$ cat config.mk
export PLATFORM = sky130hd
export DESIGN_NAME = cbps_ctrl
export DESIGN_NICKNAME = d
export VERILOG_FILES = /design/src/hdl/cbps_pkg.sv /design/src/hdl/cbps_fifo.sv /design/src/hdl/cbps_ctrl.sv
export SDC_FILE = /design/constraint.sdc
export NUM_CORES = 1
export LEC_CHECK = 0
export BUFFER_PORTS_ARGS = -buffer_cell sky130_fd_sc_hd__buf_4
export CORE_ASPECT_RATIO = 0.6
export CORE_MARGIN = 3
export CORE_UTILIZATION = 61
export DETAILED_ROUTE_END_ITERATION = 16
export GPL_TIMING_DRIVEN = 0
export PLACE_DENSITY = 0.79
export SETUP_SLACK_MARGIN = 0.4
export SYNTH_ARGS = -nofsm -noshare
export SYNTH_HDL_FRONTEND = slang
export SYNTH_HIERARCHICAL = 1
export SYNTH_SLANG_ARGS = --single-unit
$ cat constraint.sdc
create_clock -name clk_i -period 7.56 [get_ports clk_i]
set_clock_uncertainty 0.1 [all_clocks]
set_input_delay 0.378 -clock clk_i [delete_from_list [all_inputs] [get_ports clk_i]]
set_output_delay 0.378 -clock clk_i [all_outputs]
set_load 0.01 [all_outputs]
$ cat src/hdl/cbps_pkg.sv
// Package of constants and types for the bus parity and inquire controller.
package cbps_pkg;

  // ---------------------------------------------------------------------
  // Widths and counts
  // ---------------------------------------------------------------------
  localparam int unsigned DATA_W      = 64;
  localparam int unsigned LANES       = 8;
  localparam int unsigned BYTE_W      = 8;
  localparam int unsigned BURST_BEATS = 4;
  localparam int unsigned FIFO_DEPTH  = 16;
  localparam int unsigned BEAT_W      = 2;
  localparam int unsigned ARM_W       = 2;

  // Edges after a bus grant before the inquire strobe is looked at.
  localparam logic [ARM_W-1:0] INQ_ARM_EDGES = 2'h2;
  // Edges after an address strobe during which the inquire strobe is ignored.
  localparam logic [ARM_W-1:0] ADS_BLOCK_EDGES = 2'h2;
  localparam logic [BEAT_W-1:0] LAST_BEAT = 2'h3;

  // Bit of the extended feature register that masks the buffer-empty input.
  localparam int unsigned EFR_WBE_MASK_BIT = 3;
  localparam int unsigned EFR_W            = 8;

  // Write-data FIFO entry: data plus lane enables.
  localparam int unsigned WFIFO_W = DATA_W + LANES;

  // Bus cycle state.
  typedef enum logic [1:0] {
    CBPS_IDLE,
    CBPS_WRITE,
    CBPS_READ
  } cbps_cyc_t;

endpackage : cbps_pkg

$ cat src/hdl/cbps_fifo.sv
// Parameterised flip-flop FIFO with valid and ready on both sides.
`timescale 1ns/1ps
`default_nettype none
module cbps_fifo #(
  parameter int unsigned WIDTH = 72,
  parameter int unsigned DEPTH = 16
) (
  // Clock and reset
  input  wire logic             clk_i,
  input  wire logic             rst_n_i,
  // Fill side
  input  wire logic             in_valid_i,
  output logic                  in_ready_o,
  input  wire logic [WIDTH-1:0] in_data_i,
  // Drain side
  output logic                  out_valid_o,
  input  wire logic             out_ready_i,
  output logic      [WIDTH-1:0] out_data_o
);
  localparam int unsigned AW = $clog2(DEPTH);

  logic [WIDTH-1:0] mem_r [DEPTH];
  logic [AW-1:0]    wr_ptr_r;
  logic [AW-1:0]    rd_ptr_r;
  logic [AW:0]      count_r;
  logic             push;
  logic             pop;

  // Handshakes on each side.
  assign push        = in_valid_i && in_ready_o;
  assign pop         = out_valid_o && out_ready_i;
  assign in_ready_o  = (count_r != (AW+1)'(DEPTH));
  assign out_valid_o = (count_r != '0);
  assign out_data_o  = mem_r[rd_ptr_r];

  // Storage write.
  always_ff @(posedge clk_i) begin
    if (push) begin
      mem_r[wr_ptr_r] <= in_data_i;
    end
  end

  // Pointers and occupancy.
  always_ff @(posedge clk_i or negedge rst_n_i) begin
    if (!rst_n_i) begin
      wr_ptr_r <= '0;
      rd_ptr_r <= '0;
      count_r  <= '0;
    end else begin
      if (push) begin
        wr_ptr_r <= (wr_ptr_r == AW'(DEPTH-1)) ? '0 : wr_ptr_r + 1'b1;
      end
      if (pop) begin
        rd_ptr_r <= (rd_ptr_r == AW'(DEPTH-1)) ? '0 : rd_ptr_r + 1'b1;
      end
      if (push && !pop) begin
        count_r <= count_r + 1'b1;
      end else if (pop && !push) begin
        count_r <= count_r - 1'b1;
      end
    end
  end
endmodule : cbps_fifo
`default_nettype wire

$ cat src/hdl/cbps_ctrl.sv
// Data parity, inquire, buffer-empty, float error and flush control.
`timescale 1ns/1ps
`default_nettype none
module cbps_ctrl (
  // Clock and reset
  input  wire logic                             clk_i,
  input  wire logic                             rst_n_i,
  // Core write data feed
  input  wire logic                             wr_valid_i,
  output logic                                  wr_ready_o,
  input  wire logic [cbps_pkg::DATA_W-1:0]      wr_data_i,
  input  wire logic [cbps_pkg::LANES-1:0]       wr_lane_en_i,
  // Core cycle start
  input  wire logic                             cyc_start_i,
  input  wire logic                             cyc_write_i,
  input  wire logic                             cyc_burst_i,
  input  wire logic                             cyc_wbe_kind_i,
  // Bus pins
  input  wire logic                             address_strobe_n_i,
  input  wire logic                             burst_ready_n_i,
  input  wire logic                             back_off_n_i,
  input  wire logic                             address_hold_i,
  input  wire logic                             hold_grant_i,
  input  wire logic                             addr_drive_i,
  input  wire logic [cbps_pkg::LANES-1:0]       byte_lane_enables_n_i,
  input  wire logic [cbps_pkg::DATA_W-1:0]      data_in_i,
  input  wire logic [cbps_pkg::LANES-1:0]       byte_parity_bits_i,
  output logic      [cbps_pkg::LANES-1:0]       byte_parity_bits_o,
  output logic                                  byte_parity_bits_oe_o,
  output logic      [cbps_pkg::DATA_W-1:0]      data_out_o,
  output logic                                  parity_error_out_n_o,
  // Inquire
  input  wire logic                             inquire_strobe_n_i,
  input  wire logic                             cache_valid_i,
  input  wire logic                             cache_modified_i,
  output logic                                  inquire_hit_n_o,
  output logic                                  inquire_hit_modified_n_o,
  output logic                                  inquire_take_o,
  // Write buffer empty
  input  wire logic                             ext_write_buffer_empty_n_i,
  input  wire logic [cbps_pkg::EFR_W-1:0]       extended_feature_register_i,
  output logic                                  wbe_defer_o,
  // Floating point error
  input  wire logic                             float_fault_i,
  input  wire logic                             float_boundary_i,
  input  wire logic                             float_clear_i,
  output logic                                  float_error_n_o,
  // Flush and test mode
  input  wire logic                             flush_n_i,
  input  wire logic                             reset_pin_i,
  input  wire logic                             instr_boundary_i,
  input  wire logic                             flush_done_i,
  output logic                                  flush_run_o,
  output logic                                  flush_ack_cycle_o,
  output logic                                  test_mode_o
);

  // -----------------------------------------------------------------------
  // Pin samples
  // -----------------------------------------------------------------------
  logic ready_s;
  logic back_off_n_s;
  logic ads_s;
  logic inquire_strobe_n_s;

  assign ready_s = !burst_ready_n_i;
  assign back_off_n_s  = !back_off_n_i;
  assign ads_s   = !address_strobe_n_i;
  assign inquire_strobe_n_s  = !inquire_strobe_n_i;

  // -----------------------------------------------------------------------
  // Bus cycle tracking
  // -----------------------------------------------------------------------
  cbps_pkg::cbps_cyc_t         cyc_r;
  logic                        burst_r;
  logic                        wbe_kind_r;
  logic [cbps_pkg::BEAT_W-1:0] beat_r;
  logic                        last_beat;

  assign last_beat = !burst_r || (beat_r == cbps_pkg::LAST_BEAT);

  // Cycle state follows the address strobe and counts ready beats.
  always_ff @(posedge clk_i or negedge rst_n_i) begin
    if (!rst_n_i) begin
      cyc_r      <= cbps_pkg::CBPS_IDLE;
      burst_r    <= 1'b0;
      wbe_kind_r <= 1'b0;
      beat_r     <= '0;
    end else begin
      case (cyc_r)
        cbps_pkg::CBPS_IDLE: begin
          if (cyc_start_i && ads_s) begin
            cyc_r      <= cyc_write_i ? cbps_pkg::CBPS_WRITE
                                      : cbps_pkg::CBPS_READ;
            burst_r    <= cyc_burst_i;
            wbe_kind_r <= cyc_wbe_kind_i;
            beat_r     <= '0;
          end
        end
        cbps_pkg::CBPS_WRITE, cbps_pkg::CBPS_READ: begin
          if (back_off_n_s) begin
            cyc_r <= cbps_pkg::CBPS_IDLE; // Aborted; core restarts it.
          end else if (ready_s) begin
            beat_r <= beat_r + 1'b1;
            if (last_beat) begin
              cyc_r <= cbps_pkg::CBPS_IDLE;
            end
          end
        end
        default: begin
          cyc_r <= cbps_pkg::CBPS_IDLE;
        end
      endcase
    end
  end

  // -----------------------------------------------------------------------
  // Write data buffer
  // -----------------------------------------------------------------------
  logic                                wf_valid;
  logic                                wf_pop;
  logic [cbps_pkg::WFIFO_W-1:0]        wf_data;
  logic                                wr_start;
  logic                                wr_beat;

  // The head moves to the pins at the write strobe and on each ready but
  // the last; a back-off drops words already taken, so the core resends.
  assign wr_start = (cyc_r == cbps_pkg::CBPS_IDLE) && cyc_start_i && ads_s &&
                    cyc_write_i;
  assign wr_beat  = (cyc_r == cbps_pkg::CBPS_WRITE) && ready_s && !back_off_n_s &&
                    !last_beat;
  assign wf_pop   = wf_valid && (wr_start || wr_beat);

  cbps_fifo #(
    .WIDTH (cbps_pkg::WFIFO_W),
    .DEPTH (cbps_pkg::FIFO_DEPTH)
  ) u_wfifo (
    .clk_i       (clk_i),
    .rst_n_i     (rst_n_i),
    .in_valid_i  (wr_valid_i),
    .in_ready_o  (wr_ready_o),
    .in_data_i   ({wr_lane_en_i, wr_data_i}),
    .out_valid_o (wf_valid),
    .out_ready_i (wf_pop),
    .out_data_o  (wf_data)
  );

  // -----------------------------------------------------------------------
  // Parity generation and checking
  // -----------------------------------------------------------------------
  logic [cbps_pkg::LANES-1:0] gen_par;
  logic [cbps_pkg::LANES-1:0] bad_lane;
  logic [cbps_pkg::LANES-1:0] out_lane_en;

  assign out_lane_en = wf_data[cbps_pkg::WFIFO_W-1:cbps_pkg::DATA_W];

  // Per-lane even parity on both directions.
  for (genvar n = 0; n < cbps_pkg::LANES; n++) begin : g_lane
    // Lane n covers bits 8n+7 down to 8n.
    assign gen_par[n] =
      ^wf_data[n*cbps_pkg::BYTE_W +: cbps_pkg::BYTE_W];
    assign bad_lane[n] = !byte_lane_enables_n_i[n] &&
      (^{data_in_i[n*cbps_pkg::BYTE_W +: cbps_pkg::BYTE_W],
         byte_parity_bits_i[n]});
  end

  // Parity and data drive, updated after strobe and on each ready but the last.
  always_ff @(posedge clk_i or negedge rst_n_i) begin
    if (!rst_n_i) begin
      byte_parity_bits_o    <= '0;
      data_out_o            <= '0;
      byte_parity_bits_oe_o <= 1'b0;
    end else begin
      if (back_off_n_s || hold_grant_i) begin
        byte_parity_bits_oe_o <= 1'b0;
      end else if (cyc_r == cbps_pkg::CBPS_WRITE &&
                   !(ready_s && last_beat)) begin
        byte_parity_bits_oe_o <= 1'b1;
      end else begin
        byte_parity_bits_oe_o <= 1'b0;
      end
      // Pins take the buffer head only when it is popped.
      if (wf_pop) begin
        byte_parity_bits_o <= gen_par & out_lane_en;
        data_out_o         <= wf_data[cbps_pkg::DATA_W-1:0];
      end
    end
  end

  // Check pulse one clock after the read beat; no exception is raised.
  // Disabled lanes never reach the reduction.
  always_ff @(posedge clk_i or negedge rst_n_i) begin
    if (!rst_n_i) begin
      parity_error_out_n_o <= 1'b1;
    end else begin
      parity_error_out_n_o <= !((cyc_r == cbps_pkg::CBPS_READ) && ready_s &&
                                !back_off_n_s && (|bad_lane));
    end
  end

  // -----------------------------------------------------------------------
  // Inquire strobe qualification
  // -----------------------------------------------------------------------
  logic [cbps_pkg::ARM_W-1:0] arm_cnt_r;
  logic [cbps_pkg::ARM_W-1:0] ads_blk_r;
  logic                       inquire_strobe_n_d_r;
  logic                       taken_bus;
  logic                       inq_ok;

  // The other party owns the address bus before it strobes.
  assign taken_bus = address_hold_i || back_off_n_s || hold_grant_i;
  assign inq_ok = inquire_strobe_n_s && (arm_cnt_r == cbps_pkg::INQ_ARM_EDGES) &&
                  !inquire_strobe_n_d_r && (ads_blk_r == '0) && !addr_drive_i &&
                  inquire_hit_modified_n_o;

  // Arming counter, strobe echo and address-strobe blackout.
  // A hold grant arms like address hold, from its first edge.
  always_ff @(posedge clk_i or negedge rst_n_i) begin
    if (!rst_n_i) begin
      arm_cnt_r <= '0;
      ads_blk_r <= '0;
      inquire_strobe_n_d_r  <= 1'b0;
    end else begin
      inquire_strobe_n_d_r  <= inq_ok;
      if (!taken_bus) begin
        arm_cnt_r <= '0;
      end else if (arm_cnt_r != cbps_pkg::INQ_ARM_EDGES) begin
        arm_cnt_r <= arm_cnt_r + 1'b1;
      end
      if (ads_s) begin
        ads_blk_r <= cbps_pkg::ADS_BLOCK_EDGES;
      end else if (ads_blk_r != '0) begin
        ads_blk_r <= ads_blk_r - 1'b1;
      end
    end
  end

  // Hit outputs change only the edge after an accepted inquire.
  // A refused strobe leaves both hit outputs as they were.
  always_ff @(posedge clk_i or negedge rst_n_i) begin
    if (!rst_n_i) begin
      inquire_hit_n_o          <= 1'b1;
      inquire_hit_modified_n_o <= 1'b1;
      inquire_take_o           <= 1'b0;
    end else begin
      inquire_take_o <= inq_ok;
      if (inq_ok) begin
        inquire_hit_n_o          <= !cache_valid_i;
        inquire_hit_modified_n_o <= !(cache_valid_i && cache_modified_i);
      end
    end
  end

  // -----------------------------------------------------------------------
  // External write buffer empty
  // -----------------------------------------------------------------------
  logic wbe_mask;
  logic wbe_look;

  assign wbe_mask = extended_feature_register_i[cbps_pkg::EFR_WBE_MASK_BIT];
  assign wbe_look = (cyc_r == cbps_pkg::CBPS_WRITE) && wbe_kind_r &&
                    ready_s && !back_off_n_s;

  // Defer flag set on a negated sample, cleared once seen asserted.
  always_ff @(posedge clk_i or negedge rst_n_i) begin
    if (!rst_n_i) begin
      wbe_defer_o <= 1'b0;
    end else if (wbe_mask) begin
      wbe_defer_o <= 1'b0;
    end else if (wbe_look || wbe_defer_o) begin
      wbe_defer_o <= ext_write_buffer_empty_n_i;
    end
  end

  // -----------------------------------------------------------------------
  // Floating point error
  // -----------------------------------------------------------------------
  logic fp_pend_r;

  // Fault is held pending and shown at the next float boundary.
  always_ff @(posedge clk_i or negedge rst_n_i) begin
    if (!rst_n_i) begin
      fp_pend_r       <= 1'b0;
      float_error_n_o <= 1'b1;
    end else begin
      if (float_clear_i) begin
        fp_pend_r       <= float_fault_i;
        float_error_n_o <= 1'b1;
      end else begin
        if (float_fault_i) begin
          fp_pend_r <= 1'b1;
        end else if (float_boundary_i) begin
          fp_pend_r <= 1'b0;
        end
        if (float_boundary_i && fp_pend_r) begin
          float_error_n_o <= 1'b0;
        end
      end
    end
  end

  // -----------------------------------------------------------------------
  // Flush and test mode
  // -----------------------------------------------------------------------
  logic flush_d_r;
  logic flush_pend_r;

  // Falling-edge latch, taken at a boundary; acknowledge after the flush.
  always_ff @(posedge clk_i or negedge rst_n_i) begin
    if (!rst_n_i) begin
      flush_d_r         <= 1'b1;
      flush_pend_r      <= 1'b0;
      flush_run_o       <= 1'b0;
      flush_ack_cycle_o <= 1'b0;
    end else begin
      flush_d_r         <= flush_n_i;
      flush_ack_cycle_o <= 1'b0;
      if (flush_d_r && !flush_n_i && !reset_pin_i) begin
        flush_pend_r <= 1'b1;
      end else if (flush_pend_r && instr_boundary_i) begin
        flush_pend_r <= 1'b0;
      end
      if (flush_pend_r && instr_boundary_i) begin
        flush_run_o <= 1'b1;
      end else if (flush_run_o && flush_done_i) begin
        flush_run_o       <= 1'b0;
        flush_ack_cycle_o <= 1'b1;
      end
    end
  end

  // Flush level sampled on every edge the reset pin is high; the last
  // sample, on the edge before release is seen, decides test mode.
  always_ff @(posedge clk_i or negedge rst_n_i) begin
    if (!rst_n_i) begin
      test_mode_o <= 1'b0;
    end else begin
      if (reset_pin_i) begin
        test_mode_o <= !flush_n_i;
      end
    end
  end

endmodule : cbps_ctrl
`default_nettype wire

Word level (Yosys, flattened, before mapping). Memories as Yosys holds them, arrays and structs flattened. Index checks and enable logic that the tools add are counted.

Latch bits: 0. Memories kept: 1. Register bits after elaboration: 108. RAM bits: 1152. Memory bits (read-only): 0.

Memory list: u_wfifo.mem_r (depth 16, bits a word 72, read ports 1, clocked after memory_dff 0, wr ports 1, line cbps_fifo.sv:22) `logic [WIDTH-1:0] mem_r [DEPTH];`.

Multiply operators: 0. Eq/ne operators: 15. Reductions and logical operators: 101. $add $sub $neg: 7. Bitwise operators: 1. Shift-type cells: 0. Div/mod/pow operators: 0. Order comparisons: 0. Mux-type cells: 35.

Operators by type and width (count): parity 9 bit (8); parity 8 bit (8); logical AND 1 bit (39); zero test 1 bit (24); two-way mux 2 bit (12); two-way mux 1 bit (17); nonzero test 2 bit (7); two-way mux 5 bit (2); adder 4 x 1 -> 4 bit, second input constant (2); AND 8 bit (1); == test 4 bit, second input constant (2); two-way mux 4 bit (2); != test 2 bit, second input constant (4); one-hot mux 2 bit (2 select lines) (2); OR reduction 8 bit (1); == test 2 bit, second input constant (3); logical OR 1 bit (6); != test 3 bit, second input constant (2); adder 5 x 1 -> 5 bit, second input constant (1); != test 5 bit, second input constant (1); nonzero test 5 bit (1); subtractor 5 x 1 -> 5 bit, second input constant (1); adder 2 x 1 -> 2 bit, second input constant (2); zero test 2 bit (2); other kinds (8) (9).

Longest topological paths before layout.
Depth after elaboration: 10. Mapped depth: 14. Mapped depth without buffers: 13.

By module. The synthesis kept the hierarchy.

By module, submodules not included: cbps_fifo (instances 1, cells each 1856, area an instance 43898.4 µm², seq. area each 34918.5 µm²); cbps_ctrl (instances 1, cells each 389, area an instance 4942.2 µm², seq. area each 2383.5 µm²).

Least setup slack after synthesis. OpenSTA, ideal clock, no wires.

Path type: flip-flop to flip-flop. From: register u_wfifo.count_r[0]. To: memory u_wfifo.mem_r[0][0] (enable). Data required time: 6870 ps. Path slack: 854 ps. Stages on the path, launching flop included: 6. Arrival time: 6015 ps. Library setup time: 590 ps. Cells stage by stage: dfrtp_1 > nor4_1 > a21boi_1 > clkbuf_1 > nand2_1 > nor3_1.

Longest elaborated chain between the ends: 4.

RTL lines: start, declared (line cbps_fifo.sv:25) `logic [AW:0] count_r;`; start signal, assigned (line cbps_fifo.sv:57) `count_r <= count_r + 1'b1;`; start signal, assigned (line cbps_fifo.sv:59) `count_r <= count_r - 1'b1;`; != test 5 bit (line cbps_fifo.sv:32) `assign in_ready_o = (count_r != (AW+1)'(DEPTH));`; logical AND 1 bit (line cbps_fifo.sv:30) `assign push = in_valid_i && in_ready_o;`; named net u_wfifo.push (line cbps_fifo.sv:26) `logic push;`; two-way mux 1 bit (line cbps_fifo.sv:38) `if (push) begin`; two-way mux 1 bit (implied by the code) (line cbps_fifo.sv:39) `mem_r[wr_ptr_r] <= in_data_i;`; end, declared (line cbps_fifo.sv:22).

The timed path passes the listed nets, and every way through them passes these cells.

Worst setup path after layout.
From: register u_wfifo.count_r[1]. To: register u_wfifo.count_r[4].

Longest elaborated chain between the ends: 6. Elaborated cells between the ends (all ways): 14. Classes of those cells: add/sub: 2; eq/ne: 1; mux: 2; reduce/logical: 9.

RTL lines: nonzero test 5 bit (*) (line cbps_fifo.sv:33) `assign out_valid_o = (count_r != '0);`; named net wf_valid (line cbps_ctrl.sv:120) `logic wf_valid;`; logical AND 1 bit (*) (line cbps_ctrl.sv:132) `assign wf_pop = wf_valid && (wr_start || wr_beat);`; named net wf_pop (line cbps_ctrl.sv:121) `logic wf_pop;`; logical AND 1 bit (*) (line cbps_fifo.sv:31) `assign pop = out_valid_o && out_ready_i;`; zero test 1 bit (line cbps_fifo.sv:56) `if (push && !pop) begin`; logical AND 1 bit (line cbps_fifo.sv:56); two-way mux 5 bit / nonzero test 2 bit (equally long branches).

The timed path passes the listed nets; every way through them passes the cells marked *. The select of a mux whose other input is x is not followed. A chain may end at the register's enable or synchronous reset.

==> impl_results.rst <==
.. list-table::
   :header-rows: 1

   * - Metric
     - Value
   * - Ys async rst share
     - 8.571%
   * - Overall power after layout
     - 22.10 mW
   * - Post-DP HPWL
     - 77250 um
   * - Start-to-end type of the worst setup path
     - reg2reg
   * - Vias in the first global route
     - 27.02k
   * - Synth warn
     - 6
   * - Clock edge transition at the registers on the reported setup and hold paths
     - 0.07 ns
   * - Synthesized flop and latch total
     - 1260
   * - Max rail drop VDD
     - 0.0003578 V
   * - Design area
     - 0.05779 mm^2
   * - Register-to-register path setup slack
     - 2.59 ns
   * - Layout net count
     - 2984
   * - Number of clock buffers inserted by TritonCTS
     - 106
   * - Summed instance area of the synthesized netlist
     - 0.04884 mm^2
   * - Maximum fanout encountered on the critical timing path
     - 10
   * - Total of endpoints with negative setup slack in the final report
     - 0
   * - Area growth from synthesis to layout
     - 18.33%
   * - Number of maximum-capacitance constraint violations
     - 0
   * - Antenna Violating Nets Remaining
     - 0
   * - Area inside the core boundary
     - 0.07838 mm^2
   * - Total Wirelength
     - 123200 um
   * - Starting density of the core
     - 62.31%
   * - Worst relative slew slack
     - 18.33%
   * - Top cell types by occurrence after synthesis
     - sky130_fd_sc_hd__edfxtp_1 (1152), sky130_fd_sc_hd__mux4_2 (288), sky130_fd_sc_hd__a22oi_1 (145), sky130_fd_sc_hd__nand2_1 (108), sky130_fd_sc_hd__dfrtp_1 (103)
   * - Level count of the clock H-tree
     - 3
   * - Top-area cell type share of the netlist area
     - 70.83%
   * - Outcome
     - completed
   * - Number of input and output port buffers inserted
     - 259
   * - Global-route wire length before repair
     - 179800 um
   * - Slew @ Worst Pin
     - 1.221 ns
   * - PwrDens
     - 382.3 mW/mm^2
   * - Insertion delay to the later sink of the worst-skew pair
     - 0.70 ns
   * - Proportion of layout cells with a drive suffix above 1
     - 29.41%
   * - Data required, critical path
     - 8.02 ns
   * - FMAX
     - 201.3 MHz
   * - DRC violation total after the first TritonRoute iteration
     - 3471
   * - Final routed wire length divided by cell count
     - 31.37 um
   * - Number of library cell types mapped by synthesis
     - 54
   * - Overall die height
     - 225.2 um
   * - FF-to-FF End
     - u_wfifo/count_r[4]
   * - Post-Syn Instances
     - 2245
   * - Worst R2R Start
     - u_wfifo/count_r[1]
   * - Largest cells by area after synthesis
     - sky130_fd_sc_hd__edfxtp_1 (71%), sky130_fd_sc_hd__mux4_2 (13%), sky130_fd_sc_hd__dfrtp_1 (5.3%)
   * - Post-route setup slack
     - 2.591 ns
   * - Die W
     - 371.3 um
   * - Mean number of vias per cell
     - 6.642
   * - Depth of the worst register-to-register path
     - 12
   * - Clock period minus worst slack
     - 4.969 ns
   * - Post-CTS setup-driven buffer insertion count
     - 0
   * - Leakage component of the power
     - 19.44 nW
   * - CTS tree
     - yes
   * - Most frequently used flop master after synthesis
     - sky130_fd_sc_hd__edfxtp_1
   * - Number of placed instances, taps included
     - 3628
   * - Leading cell type by number of instances after synthesis
     - sky130_fd_sc_hd__edfxtp_1
   * - Number of max-slew violations in the final report
     - 0
   * - Synthesized area divided by synthesized cell count
     - 21.76 um^2
   * - Number of antenna violations at the first check in global routing
     - 4
   * - Worst min-delay path class
     - in2async
   * - Floorplan die area
     - 0.08361 mm^2
   * - Remaining global-route overflow
     - 0
   * - Placed standard-cell area
     - 0.05338 mm^2
   * - Number of clock sinks
     - 1260
   * - Data arrival, critical path
     - 5.43 ns
   * - Cell taking the most area after synthesis
     - sky130_fd_sc_hd__edfxtp_1
   * - Gr usage total
     - 30.03%
   * - Number of enable-type register cells in the synthesized netlist
     - 1152
   * - Number of standard cells in the final layout excluding fillers
     - 3927
   * - Unrepaired setup endpoints after global routing
     - false
   * - Fraction of the yosys area taken by sequential cells
     - 76.38%
   * - Number of nets produced by synthesis
     - 2445
   * - Total number of vias
     - 26.08k
   * - Capturing element type of the critical path
     - flip-flop
   * - Total DRC errors in the routed layout
     - 0
   * - Maximum number of pins on one net before global-route repair
     - 68
   * - Startpoint type of the worst setup path
     - flip-flop
   * - DRT Pass-1 Iters
     - 5
   * - Core utilization of the finished layout
     - 73.73%
   * - Buffer levels on the longest clock path
     - 3
   * - Boundary pin count
     - 267
   * - Crit share post-route
     - 65.73%
   * - Routability Congestion
     - 0.7700
   * - Final hold vios
     - 0
   * - Standard-cell row count
     - 79
   * - Placement Setup Slack
     - 2.969 ns
   * - Clock Tree Root
     - sky130_fd_sc_hd__clkbuf_16
## critical path, stage by stage (launching register included)
cell and delay [ns]:
sky130_fd_sc_hd__dfrtp_1 0.45, sky130_fd_sc_hd__nor4_1 0.63, sky130_fd_sc_hd__nand2b_1 0.42, sky130_fd_sc_hd__o21ai_4 0.45, sky130_fd_sc_hd__clkbuf_1 0.39, sky130_fd_sc_hd__inv_1 0.29, sky130_fd_sc_hd__o21ai_2 0.32, sky130_fd_sc_hd__ha_1 0.34
sky130_fd_sc_hd__inv_1 0.17, sky130_fd_sc_hd__fa_1 0.46, sky130_fd_sc_hd__a21o_1 0.22, sky130_fd_sc_hd__a2111oi_0 0.43, sky130_fd_sc_hd__o31ai_1 0.15
## cell families (layout without fill, tap and decap cells)
| logic type | after synthesis | after routing | share of synthesized area, % |
|---|---|---|---|
| buffers and inverters | 124 | 752 | 1.422 |
| adder cells (fa/ha/maj) | 16 | 16 | 0.4253 |
| XOR/XNOR | 113 | 113 | 2.344 |
| AO/OA/AOI/OAI | 197 | 197 | 2.913 |
| multiplexers | 362 | 362 | 14.97 |
| AND/OR/NAND/NOR | 173 | 173 | 1.547 |
| other | 0 | 1 | 0 |
| flip-flops | 1260 | 1260 | 76.38 |
## timing repair
action	in CTS	in global routing
resized for setup	0	0
endpoints found under the setup margin	0	0
hold buffers	101	0
hold endpoints to repair	1276	0
## final cells by class
class / instances / area [um^2]
Tap cell: 1053 / 1318
Antenna cell: 1 / 2.502
Fill cell: 4200 / 20590
Clock buffer: 144 / 2919
Buffer: 108 / 634.4
Timing Repair Buffer: 431 / 4124
Multi-Input combinational cell: 861 / 10950
Clock inverter: 53 / 479.2
Sequential cell: 1260 / 37300
Inverter: 16 / 60.06
## metrics by stage
stage	hold slack [ns]	setup TNS (ns)
2_1_floorplan	-0.01759	0
3_3_place_gp	0.3579	-1911.69
3_5_place_dp	0.2450	0
4_1_cts	0.07732	0
5_1_grt	0.1179	0
6_report	0.07962	0
## report_power, final
group          internal [mW]  switching, mW
Combinational           3.29           4.66
Clock                   3.01           2.40
Sequential              8.44          0.300
## state kept, by name (all words and copies together) (netlist names), 2 cells and up
name and flops:
u_wfifo/wr_ptr_r 4, u_wfifo/mem_r 1152, beat_r 2, u_wfifo/count_r 5, byte_parity_bits_o 8, data_out_o 64
arm_cnt_r 2, cyc_r 2, ads_blk_r 2, u_wfifo/rd_ptr_r 4
## layout by cell type, fill, tap and decap left out, types with 6 or more instances in the layout
cell type / count
sky130_fd_sc_hd__edfxtp_1: 1152
sky130_fd_sc_hd__mux4_2: 288
sky130_fd_sc_hd__buf_4: 280
sky130_fd_sc_hd__a22oi_1: 145
sky130_fd_sc_hd__clkbuf_16: 109
sky130_fd_sc_hd__nand2_1: 108
sky130_fd_sc_hd__dfrtp_1: 103
sky130_fd_sc_hd__dlygate4sd3_1: 101
sky130_fd_sc_hd__xnor2_1: 82
sky130_fd_sc_hd__clkbuf_1: 79
sky130_fd_sc_hd__mux2_1: 60
sky130_fd_sc_hd__buf_6: 48
sky130_fd_sc_hd__buf_12: 34
sky130_fd_sc_hd__clkinv_1: 23
sky130_fd_sc_hd__xor2_1: 20
sky130_fd_sc_hd__o21ai_0: 19
sky130_fd_sc_hd__inv_1: 16
sky130_fd_sc_hd__ha_1: 15
sky130_fd_sc_hd__clkinv_2: 15
sky130_fd_sc_hd__nor2_1: 12
sky130_fd_sc_hd__nor2_4: 12
sky130_fd_sc_hd__mux2_2: 9
sky130_fd_sc_hd__bufinv_16: 9
sky130_fd_sc_hd__buf_1: 9
sky130_fd_sc_hd__xnor3_1: 8
sky130_fd_sc_hd__buf_2: 8
sky130_fd_sc_hd__nor2b_1: 6
sky130_fd_sc_hd__a21o_1: 6
sky130_fd_sc_hd__clkbuf_8: 6
## worst max path at each step
stage,from,end,cells after the start,slack [ns]
finish,u_wfifo/count_r[1],u_wfifo/count_r[4],12,2.59
CTS,u_wfifo/count_r[1],u_wfifo/count_r[4],12,2.88
floorplan,u_wfifo/count_r[0],u_wfifo/mem_r[0][0],5,0.85
global placement,u_wfifo/count_r[0],u_wfifo/mem_r[0][42],5,-4.60
global route,u_wfifo/count_r[1],u_wfifo/count_r[4],12,2.42
detailed placement,u_wfifo/count_r[0],u_wfifo/count_r[4],12,2.97
## layer usage
metal  global-route usage, %  share of wire [%]
met2                   46.32                 48
met3                   7.980                 12
met5                       0              0.033
met4                   9.355                3.0
met1                   43.05                 37
No activity file was read; power rests on OpenSTA's default activity.
